===== src/hdl/wdt_defs.svh =====
// offsets, key values, reset values and timing counts of the keyed watchdog
`ifndef WDT_DEFS_SVH
`define WDT_DEFS_SVH

// register word indices; byte address is four times the index
`define WDT_IDX_CTRL      10'h097
`define WDT_IDX_STAT      10'h098

// command key bytes written to the control register
`define WDT_KEY_RESTART   8'ha5
`define WDT_KEY_DIS_FIRST 8'hde
`define WDT_KEY_DIS_LAST  8'had
`define WDT_KEY_LOCK      8'hff

// control register fields
`define WDT_CMD_BIT       7
`define WDT_IV_W          3
`define WDT_IV_RST        3'h7

// counter and prescaler widths
`define WDT_CNT_W         16
`define WDT_DIV_W         5
`define WDT_DIV_LAST      5'h1f

// disable keys must follow within this many core clock cycles
`define WDT_DIS_WINDOW    3'h4

// divided oscillator periods before a command takes effect
`define WDT_RESTART_TICKS 2'h2
`define WDT_DISABLE_TICKS 2'h3

`endif


===== src/hdl/wdt_pkg.sv =====
// types shared by the keyed watchdog modules
package wdt_pkg;

  // command waiting for the slow clock to take effect
  typedef enum logic [1:0] {
    CMD_NONE,
    CMD_RESTART,
    CMD_DISABLE
  } cmd_t;

endpackage : wdt_pkg


===== src/hdl/lfo_edge_sync.sv =====
// three-flop sampler turning the oscillator pin into one-cycle rise pulses
module lfo_edge_sync (
  // clock and reset
  input  wire logic clk_i,
  input  wire logic sys_rst_i,
  // raw oscillator pin and its rise pulse
  input  wire logic lfo_i,
  output logic      rise_o
);

  logic s1_q;
  logic s2_q;
  logic s3_q;
  logic level_q;
  logic agree;

  // a change counts only once the second and third stages agree
  assign agree = (s2_q == s3_q);

  // s1 feeds s2 only, so metastability stays out of the decision
  always_ff @(posedge clk_i) begin
    if (sys_rst_i) begin
      s1_q    <= 1'b0;
      s2_q    <= 1'b0;
      s3_q    <= 1'b0;
      level_q <= 1'b0;
      rise_o  <= 1'b0;
    end else begin
      s1_q    <= lfo_i;
      s2_q    <= s1_q;
      s3_q    <= s2_q;
      if (agree) begin
        level_q <= s3_q;
      end
      rise_o  <= agree & s3_q & ~level_q;
    end
  end

endmodule : lfo_edge_sync


===== src/hdl/timeout_cmp.sv =====
// comparator of the watchdog count against the interval limit
`include "wdt_defs.svh"
module timeout_cmp (
  // clock and reset
  input  wire logic                   clk_i,
  input  wire logic                   sys_rst_i,
  // count and interval
  input  wire logic [`WDT_CNT_W-1:0]  cnt_i,
  input  wire logic [`WDT_IV_W-1:0]   iv_i,
  // limit reached
  output logic                        hit_o
);

  // limit of 4^(iv+3) oscillator periods, in prescaled ticks: 2^(2*iv+1)
  function automatic logic [`WDT_CNT_W-1:0] limit_of(input logic [`WDT_IV_W-1:0] iv);
    logic [3:0] sh;
    sh = {iv, 1'b1};
    limit_of = 16'h0001 << sh;
  endfunction : limit_of

  always_ff @(posedge clk_i) begin
    if (sys_rst_i) begin
      hit_o <= 1'b0;
    end else begin
      hit_o <= (cnt_i >= limit_of(iv_i));
    end
  end

endmodule : timeout_cmp


===== src/hdl/keyed_watchdog_timer.sv =====
// keyed watchdog timer with a classic wishbone register slave
//
// Added by the designer: register access over Wishbone.
`include "wdt_defs.svh"
module keyed_watchdog_timer (
  // clock and reset
  input  wire logic        clk_i,
  input  wire logic        sys_rst_i,
  // wishbone slave
  input  wire logic        wb_cyc_i,
  input  wire logic        wb_stb_i,
  input  wire logic        wb_we_i,
  input  wire logic [11:0] wb_adr_i,
  input  wire logic [3:0]  wb_sel_i,
  input  wire logic [31:0] wb_dat_i,
  output logic      [31:0] wb_dat_o,
  output logic             wb_ack_o,
  // oscillator pin and its keep-running request
  input  wire logic        low_freq_oscillator_i,
  output logic             lfo_force_on_o,
  // internal system reset request
  output logic             wdt_rst_req_o
);

  // state: enable, lock, interval, count, prescaler, disable window, command slot
  // every register but lfo_force_on_o has a _d companion so the clocked blocks stay one-liners
  logic                   en_q;
  logic                   en_d;
  logic                   lock_q;
  logic                   lock_d;
  logic [`WDT_IV_W-1:0]   iv_q;
  logic [`WDT_IV_W-1:0]   iv_d;
  logic [`WDT_CNT_W-1:0]  cnt_q;
  logic [`WDT_CNT_W-1:0]  cnt_d;
  logic [`WDT_DIV_W-1:0]  div_q;
  logic [`WDT_DIV_W-1:0]  div_d;
  logic [2:0]             win_q;
  logic [2:0]             win_d;
  wdt_pkg::cmd_t          cmd_q;
  wdt_pkg::cmd_t          cmd_d;
  logic [1:0]             wait_q;
  logic [1:0]             wait_d;
  logic                   rst_req_d;
  logic [31:0]            dat_d;
  logic                   ack_d;

  // oscillator sampling and the divided tick
  // the pin is asynchronous, so only the synchronised rise pulse is used here
  logic lfo_rise;
  logic tick;
  logic hit;

  lfo_edge_sync u_lfo_sync (
    .clk_i     (clk_i),
    .sys_rst_i (sys_rst_i),
    .lfo_i     (low_freq_oscillator_i),
    .rise_o    (lfo_rise)
  );

  // divided clock: one tick every 32 oscillator periods
  assign tick = lfo_rise & (div_q == `WDT_DIV_LAST);

  timeout_cmp u_cmp (
    .clk_i     (clk_i),
    .sys_rst_i (sys_rst_i),
    .cnt_i     (cnt_q),
    .iv_i      (iv_q),
    .hit_o     (hit)
  );

  // wishbone decode; a write lands at the edge where ack is high
  // taking the write at the ack edge keeps one bus cycle to one command
  logic       bus_req;
  logic       hit_ctrl;
  logic       hit_stat;
  logic       wr_ctrl;
  logic [7:0] wbyte;

  assign bus_req  = wb_cyc_i & wb_stb_i;
  assign hit_ctrl = (wb_adr_i[11:2] == `WDT_IDX_CTRL);
  assign hit_stat = (wb_adr_i[11:2] == `WDT_IDX_STAT);
  assign wr_ctrl  = bus_req & wb_ack_o & wb_we_i & wb_sel_i[0] & hit_ctrl;
  assign wbyte    = wb_dat_i[7:0];

  // answer one cycle after the request, then drop for a cycle
  assign ack_d = bus_req & ~wb_ack_o;

  // key decode
  // keys only count on a taken write with byte lane 0 enabled
  logic is_restart;
  logic is_dis_first;
  logic is_dis_last;
  logic is_lock;
  logic is_iv;
  logic dis_ok;

  assign is_restart   = wr_ctrl & (wbyte == `WDT_KEY_RESTART);
  assign is_dis_first = wr_ctrl & (wbyte == `WDT_KEY_DIS_FIRST);
  assign is_dis_last  = wr_ctrl & (wbyte == `WDT_KEY_DIS_LAST);
  assign is_lock      = wr_ctrl & (wbyte == `WDT_KEY_LOCK);
  // bit 7 low is an interval write
  assign is_iv        = wr_ctrl & ~wbyte[`WDT_CMD_BIT];

  assign dis_ok = is_dis_last & (win_q != 3'h0) & ~lock_q;

  // window opened by the first key; any other control write closes it
  always_comb begin
    win_d = win_q;
    if (is_dis_first) begin
      win_d = `WDT_DIS_WINDOW;
    end else if (wr_ctrl) begin
      win_d = 3'h0;
    end else if (win_q != 3'h0) begin
      win_d = win_q - 3'h1;
    end
  end

  // command slot: one command waits for slow ticks before it applies
  // a second command inside one divided period simply replaces the first
  logic apply;
  logic apply_restart;
  logic apply_disable;

  assign apply         = tick & (wait_q == 2'h1) & (cmd_q != wdt_pkg::CMD_NONE);
  assign apply_restart = apply & (cmd_q == wdt_pkg::CMD_RESTART);
  // the lock also stops a disable still waiting in the slot
  assign apply_disable = apply & (cmd_q == wdt_pkg::CMD_DISABLE) & ~lock_q;

  // slow-domain delay
  // one slot suffices as software sends one command per divided period
  always_comb begin
    cmd_d  = cmd_q;
    wait_d = wait_q;
    if (is_restart) begin
      cmd_d  = wdt_pkg::CMD_RESTART;
      wait_d = `WDT_RESTART_TICKS;
    end else if (dis_ok) begin
      cmd_d  = wdt_pkg::CMD_DISABLE;
      wait_d = `WDT_DISABLE_TICKS;
    end else begin
      case (cmd_q)
        wdt_pkg::CMD_NONE: begin
          wait_d = 2'h0;
        end
        wdt_pkg::CMD_RESTART,
        wdt_pkg::CMD_DISABLE: begin
          if (tick) begin
            wait_d = wait_q - 2'h1;
            if (wait_q == 2'h1) begin
              cmd_d = wdt_pkg::CMD_NONE;
            end
          end
        end
        default: begin
          cmd_d  = wdt_pkg::CMD_NONE;
          wait_d = 2'h0;
        end
      endcase
    end
  end

  // enable, lock and interval
  // interval and lock act at once; only restart and disable wait for ticks
  // restart enables
  always_comb begin
    en_d = en_q;
    if (apply_restart) begin
      en_d = 1'b1;
    end else if (apply_disable) begin
      en_d = 1'b0;
    end
  end

  assign lock_d = lock_q | is_lock;

  assign iv_d = is_iv ? wbyte[`WDT_IV_W-1:0] : iv_q;

  // prescaler and counter
  // 32 oscillator rises per tick lets 16 bits reach the longest interval
  // restart clears the prescaler too, so each timeout starts whole
  always_comb begin
    div_d = div_q;
    if (apply_restart) begin
      div_d = '0;
    end else if (lfo_rise) begin
      div_d = div_q + 5'h01;
    end
  end

  always_comb begin
    cnt_d = cnt_q;
    if (apply_restart) begin
      cnt_d = '0;
    end else if (tick & en_q) begin
      cnt_d = cnt_q + 16'h0001;
    end
  end

  // outputs
  // every top-level output below is taken straight from a flip-flop
  // request held until the system reset returns
  // internal request only; the external pin is not driven here
  assign rst_req_d = wdt_rst_req_o | hit;

  // interval readback
  // status word: count, pending command, lock, enable
  always_comb begin
    dat_d = 32'h0000_0000;
    if (ack_d & hit_ctrl) begin
      dat_d = {29'h0000_0000, iv_q};
    end else if (ack_d & hit_stat) begin
      dat_d = {cnt_q, 13'h0000, (cmd_q != wdt_pkg::CMD_NONE), lock_q, en_q};
    end
  end

  // registers; one short block per state so each reset value sits by its use
  // every block resets synchronously, so a reset glitch cannot tear a command
  // reset state
  // enable flag: the watchdog comes up armed after any system reset
  always_ff @(posedge clk_i) begin
    if (sys_rst_i) begin
      en_q <= 1'b1;
    end else begin
      en_q <= en_d;
    end
  end

  // lock flag: only a system reset can take it away
  // lock clears on reset
  always_ff @(posedge clk_i) begin
    if (sys_rst_i) begin
      lock_q <= 1'b0;
    end else begin
      lock_q <= lock_d;
    end
  end

  // interval field: all ones after reset gives the longest timeout
  // software is trusted to change it only while disabled
  always_ff @(posedge clk_i) begin
    if (sys_rst_i) begin
      iv_q <= `WDT_IV_RST;
    end else begin
      iv_q <= iv_d;
    end
  end

  // watchdog count: cleared by reset and by an applied restart only
  // a disable leaves it alone, which is what makes a lowered limit trip
  always_ff @(posedge clk_i) begin
    if (sys_rst_i) begin
      cnt_q <= '0;
    end else begin
      cnt_q <= cnt_d;
    end
  end

  // prescaler of oscillator rises
  // it runs while disabled too, so tick phase is never lost
  always_ff @(posedge clk_i) begin
    if (sys_rst_i) begin
      div_q <= '0;
    end else begin
      div_q <= div_d;
    end
  end

  // disable window, counted in core clock cycles
  // zero means no first key is outstanding
  always_ff @(posedge clk_i) begin
    if (sys_rst_i) begin
      win_q <= 3'h0;
    end else begin
      win_q <= win_d;
    end
  end

  // command slot and its tick countdown
  // reset drops any pending command, as the reset state already holds
  always_ff @(posedge clk_i) begin
    if (sys_rst_i) begin
      cmd_q  <= wdt_pkg::CMD_NONE;
      wait_q <= 2'h0;
    end else begin
      cmd_q  <= cmd_d;
      wait_q <= wait_d;
    end
  end

  // reset request
  // sticky until the system reset it causes comes back to clear it
  always_ff @(posedge clk_i) begin
    if (sys_rst_i) begin
      wdt_rst_req_o <= 1'b0;
    end else begin
      wdt_rst_req_o <= rst_req_d;
    end
  end

  // oscillator forced on
  // follows the next enable so it lines up with en_q
  always_ff @(posedge clk_i) begin
    if (sys_rst_i) begin
      lfo_force_on_o <= 1'b1;
    end else begin
      lfo_force_on_o <= en_d;
    end
  end

  // bus answer: ack and read data stand for exactly one cycle
  // read data is zero outside ack so a stale value never leaks
  always_ff @(posedge clk_i) begin
    if (sys_rst_i) begin
      wb_ack_o <= 1'b0;
      wb_dat_o <= 32'h0000_0000;
    end else begin
      wb_ack_o <= ack_d;
      wb_dat_o <= dat_d;
    end
  end

endmodule : keyed_watchdog_timer


===== config.mk =====
export PLATFORM = sky130hd
export DESIGN_NAME = keyed_watchdog_timer
export DESIGN_NICKNAME = d
export VERILOG_FILES = /design/src/hdl/wdt_pkg.sv /design/src/hdl/lfo_edge_sync.sv /design/src/hdl/timeout_cmp.sv /design/src/hdl/keyed_watchdog_timer.sv
export VERILOG_INCLUDE_DIRS = /design/src /design/src/hdl
export SDC_FILE = /design/constraint.sdc
export NUM_CORES = 1
export LEC_CHECK = 0
export BUFFER_PORTS_ARGS = -buffer_cell sky130_fd_sc_hd__clkbuf_2
export CORE_UTILIZATION = 46
export DETAILED_ROUTE_END_ITERATION = 8
export PLACE_DENSITY = 0.76
export REMOVE_ABC_BUFFERS = 1
export SYNTH_ARGS = -nofsm -noshare
export SYNTH_HDL_FRONTEND = slang
export SYNTH_SLANG_ARGS = --single-unit

===== constraint.sdc =====
create_clock -name clk_i -period 2.7 [get_ports clk_i]
set_clock_uncertainty 0.05 [all_clocks]
set_input_delay 0.135 -clock clk_i [delete_from_list [all_inputs] [get_ports clk_i]]
set_output_delay 0.135 -clock clk_i [all_outputs]
set_load 0.01 [all_outputs]

==> impl_metrics.sql <==
INSERT INTO impl_metrics (metric_group, metric, value, unit) VALUES
('timing', 'worst_hold_margin', '0.0354', 'ns'),
('route', 'post-route-drc-count', '0', ''),
('route', 'vias', '2263', ''),
('clocking', 'tritoncts.num_buffers', '9', ''),
('logic_synthesis', 'async_reset_ff_share', '0', '%'),
('hold_path', 'min_path_type', 'input port to flop', ''),
('logic_synthesis', 'synth_seq_area_share', '42.3', '%'),
('timing', 'fmaxAchievable', '385', 'MHz'),
('setup_path', 'timing.setup.critical_path_class', 'flop to flop', ''),
('setup_path', 'critical_path_required', '2.86', 'ns'),
('timing', 'tns', '0', 'ns'),
('finish', 'syn_to_final_growth', '15.6', '%'),
('clocking', 'clk_latency', '0.35', 'ns'),
('finish', 'final_common_cell', 'dfxtp_1', ''),
('placement', 'buffer_ports.inserted', '46', ''),
('route', 'route.antenna.remaining_nets', '0', ''),
('placement', 'dpl_worst_slack', '0.181', 'ns'),
('route', 'route.final.wire_length', '5530', 'um'),
('global_route', 'first_global_vias', '2076', ''),
('die', 'io_pins', '89', ''),
('finish', 'num-fill-cells', '557', ''),
('timing', 'final_period_util', '96.1', '%'),
('route', 'drt_iter0_markers', '79', ''),
('logic_synthesis', 'dominantRegCellSynth', 'dfxtp_1', ''),
('pwr', 'power_per_cell_area', '545', 'mW/mm2'),
('clocking', 'cts_max_path_buffers', '2', ''),
('finish', 'design.final.nets', '430', ''),
('route', 'drt_pre_antenna_iters', '4', ''),
('clocking', 'clockRootBuffer', 'clkbuf_8', ''),
('setup_path', 'cp_data_arrival_time', '2.76', 'ns'),
('die', 'floorplan.initialDensity', '47.9', '%'),
('hold_path', 'min_from', 'wb_dat_i[2]', ''),
('hold_path', 'min_delay_path_depth', '3', ''),
('finish', 'antenna-diode-count', '0', ''),
('die', 'die_height', '80.5', 'um'),
('clocking', 'tritoncts_clock_tree', 'built', ''),
('finish', 'final_cell_mix', 'dfxtp_1, clkbuf_2, nor2_1', ''),
('logic_synthesis', 'mapped_cell_area', '0.00284', 'mm2'),
('finish', 'seq_area', '0.00120', 'mm2'),
('logic_synthesis', 'postSynthAreaPerCell', '9.24', 'um2'),
('global_route', 'grt_start_max_net_pins', '25', ''),
('hold_path', 'timing.hold.worst_endpoint', 'iv_q[2]', ''),
('setup_path', 'timing.critical_path.from_type', 'flop', ''),
('die', 'core_area', '0.00592', 'mm2'),
('finish', 'multi_input_comb_area', '0.00146', 'mm2'),
('setup_path', 'crit_path_end_kind', 'flop', ''),
('die', 'rows', '28', ''),
('timing', 'final-max-slew-violation-count', '0', ''),
('setup_path', 'worst-r2r-cell-count', '6', ''),
('global_route', 'grt.total_usage', '19.2', '%'),
('logic_synthesis', 'synth-edff-count', '0', ''),
('outcome', 'status', 'finished clean', ''),
('clocking', 'cts_htree_levels', '3', ''),
('setup_path', 'r2r-end', 'u_cmp.hit_o', ''),
('timing', 'rsz0062_at_grt', 'false', ''),
('logic_synthesis', 'synth_cell_type_count', '49', ''),
('pwr', 'peakVddDrop', '0.316', 'mV'),
('setup_path', 'critical_path.startpoint', 'iv_q[2]', ''),
('global_route', 'grt_antenna_before_repair', '0', ''),
('global_route', 'gr-total-overflow', '0', ''),
('timing', 'max_slew.worst_pin.slew', '0.676', 'ns'),
('setup_path', 'worstPathMaxFanout', '10', ''),
('timing', 'post-route-worst-setup-slack', '0.106', 'ns'),
('timing', 'hold_violations', '0', ''),
('job', 'maxCapViolations', '0', ''),
('logic_synthesis', 'synthesis.yosys.warnings', '0', ''),
('die', 'dieArea', '0.00648', 'mm2'),
('logic_synthesis', 'synthesis.instances', '307', ''),
('clocking', 'post-cts-setup-buffers', '0', ''),
('timing', 'final-setup-viol-count', '0', ''),
('timing', 'timing.slew.headroom', '54.5', '%'),
('setup_path', 'setup.reg_to_reg.worst_slack', '0.11', 'ns'),
('die', 'die_w', '80.5', 'um'),
('global_route', 'grt_first_pass_wirelength', '9250', 'um'),
('placement', 'detailed_place_hpwl', '4070', 'um'),
('route', 'post_drt_wl_per_cell', '12.6', 'um'),
('placement', 'routabilityCongestion', '0.871', ''),
('timing', 'final_period_minus_worst_setup_slack', '2.59', 'ns'),
('clocking', 'path_clk_slew', '0.07', 'ns'),
('logic_synthesis', 'ys_seq_elements', '60', ''),
('route', 'avgViaCountPerCell', '5.18', ''),
('clocking', 'numClockSinks', '60', ''),
('finish', 'final_layout_size_suffix_gt1_share', '21.8', '%'),
('pwr', 'p_leak', '1.40', 'nW'),
('setup_path', 'regToRegStartpoint', 'iv_q[2]', '');
where the power goes:
group	total (mW)	internal (mW)	switching, mW
logic	0.119	0.0509	0.0676
registers	0.903	0.897	0.00585
clock network	0.765	0.421	0.344
Yosys cell counts (4+ instances only):
| library cell | instances | area, um2 |
|---|---|---|
| nor2_1 | 40 | 150 |
| a211o_1 | 4 | 35.0 |
| clkbuf_1 | 8 | 30.0 |
| nand3_1 | 9 | 45.0 |
| ha_1 | 19 | 238 |
| nand2_1 | 16 | 60.1 |
| and2_1 | 9 | 56.3 |
| nand3b_1 | 5 | 37.5 |
| nor3_1 | 7 | 35.0 |
| nor4_1 | 7 | 43.8 |
| buf_4 | 13 | 97.6 |
| nand4_1 | 10 | 62.6 |
| xor2_1 | 6 | 52.6 |
| o21ai_0 | 6 | 30.0 |
| mux2i_1 | 7 | 70.1 |
| a21oi_1 | 8 | 40.0 |
| or3_1 | 4 | 25.0 |
| dfxtp_1 | 60 | 1200 |
| inv_1 | 15 | 56.3 |
| xnor2_1 | 8 | 70.1 |
flip-flops by register name, summed over array words and instances, names as in the netlist, 2 cells and up:
signal    flops
div_q         5
win_q         3
wb_dat_o     19
wait_q        2
cmd_q         2
iv_q          3
cnt_q        16
repair_timing:
action | CTS | global route
setup endpoints to repair | 0 | 0
hold endpoints to repair | 1 | 0
hold buffers | 1 | 0
gates resized for setup | 0 | 0
logic make-up after synthesis:
family | synth area share (%)
DFF | 42.3
muxes | 3.26
xor gates and xnor gates | 4.32
buffers and inverters | 7.81
adders and majority gates | 8.38
AOI/OAI and AO/OA | 7.32
and+or+nand+nor | 26.4
other | 0.132
worst max-delay path, stage by stage (launching register included):
cell and delay [ns]:
dfxtp_1 0.48, or3b_2 0.49, ha_1 0.30, a211o_1 0.29, a211o_1 0.29, a2111oi_0 0.43, o32ai_1 0.13
per-stage QoR:
| stage | instances | cell area [um2] | power, mW | util [%] |
|---|---|---|---|---|
| 2_1_floorplan | 293 | 2720 | 0.998 | - |
| 3_3_place_gp | 420 | 3090 | 1.03 | 52.1 |
| 3_5_place_dp | 420 | 3090 | 1.04 | 52.1 |
| 4_1_cts | 437 | 3280 | 1.81 | 55.4 |
| 5_1_grt | 437 | 3280 | 1.85 | 55.4 |
| 6_report | 437 | 3280 | 1.79 | 55.4 |
layout make-up:
type                            count  area share [%]
Clock inverter                      5            1.60
Timing Repair Buffer               53            8.70
Sequential cell                    60            36.6
Clock buffer                       11            4.01
Tap cell                           75            2.86
Multi-Input combinational cell    218            44.5
Inverter                           15            1.72
how the worst max path moves through the flow:
stage,cells after the start,slack (ns),end
final,6,0.11,u_cmp.hit_o
after global routing,6,0.06,u_cmp.hit_o
after CTS,6,0.16,u_cmp.hit_o
after detailed placement,6,0.18,u_cmp.hit_o
after global placement,6,0.22,u_cmp.hit_o
after floorplan,6,0.32,u_cmp.hit_o
layer usage:
metal	share of wire, %	global-route usage [%]	wire [um]
met1	44	21.3	2420
met2	49	32.4	2700
met3	4.7	5.68	257
met4	2.8	11.4	154
met5	0	0	0
Note: power is estimated with default switching activity, not from simulation.
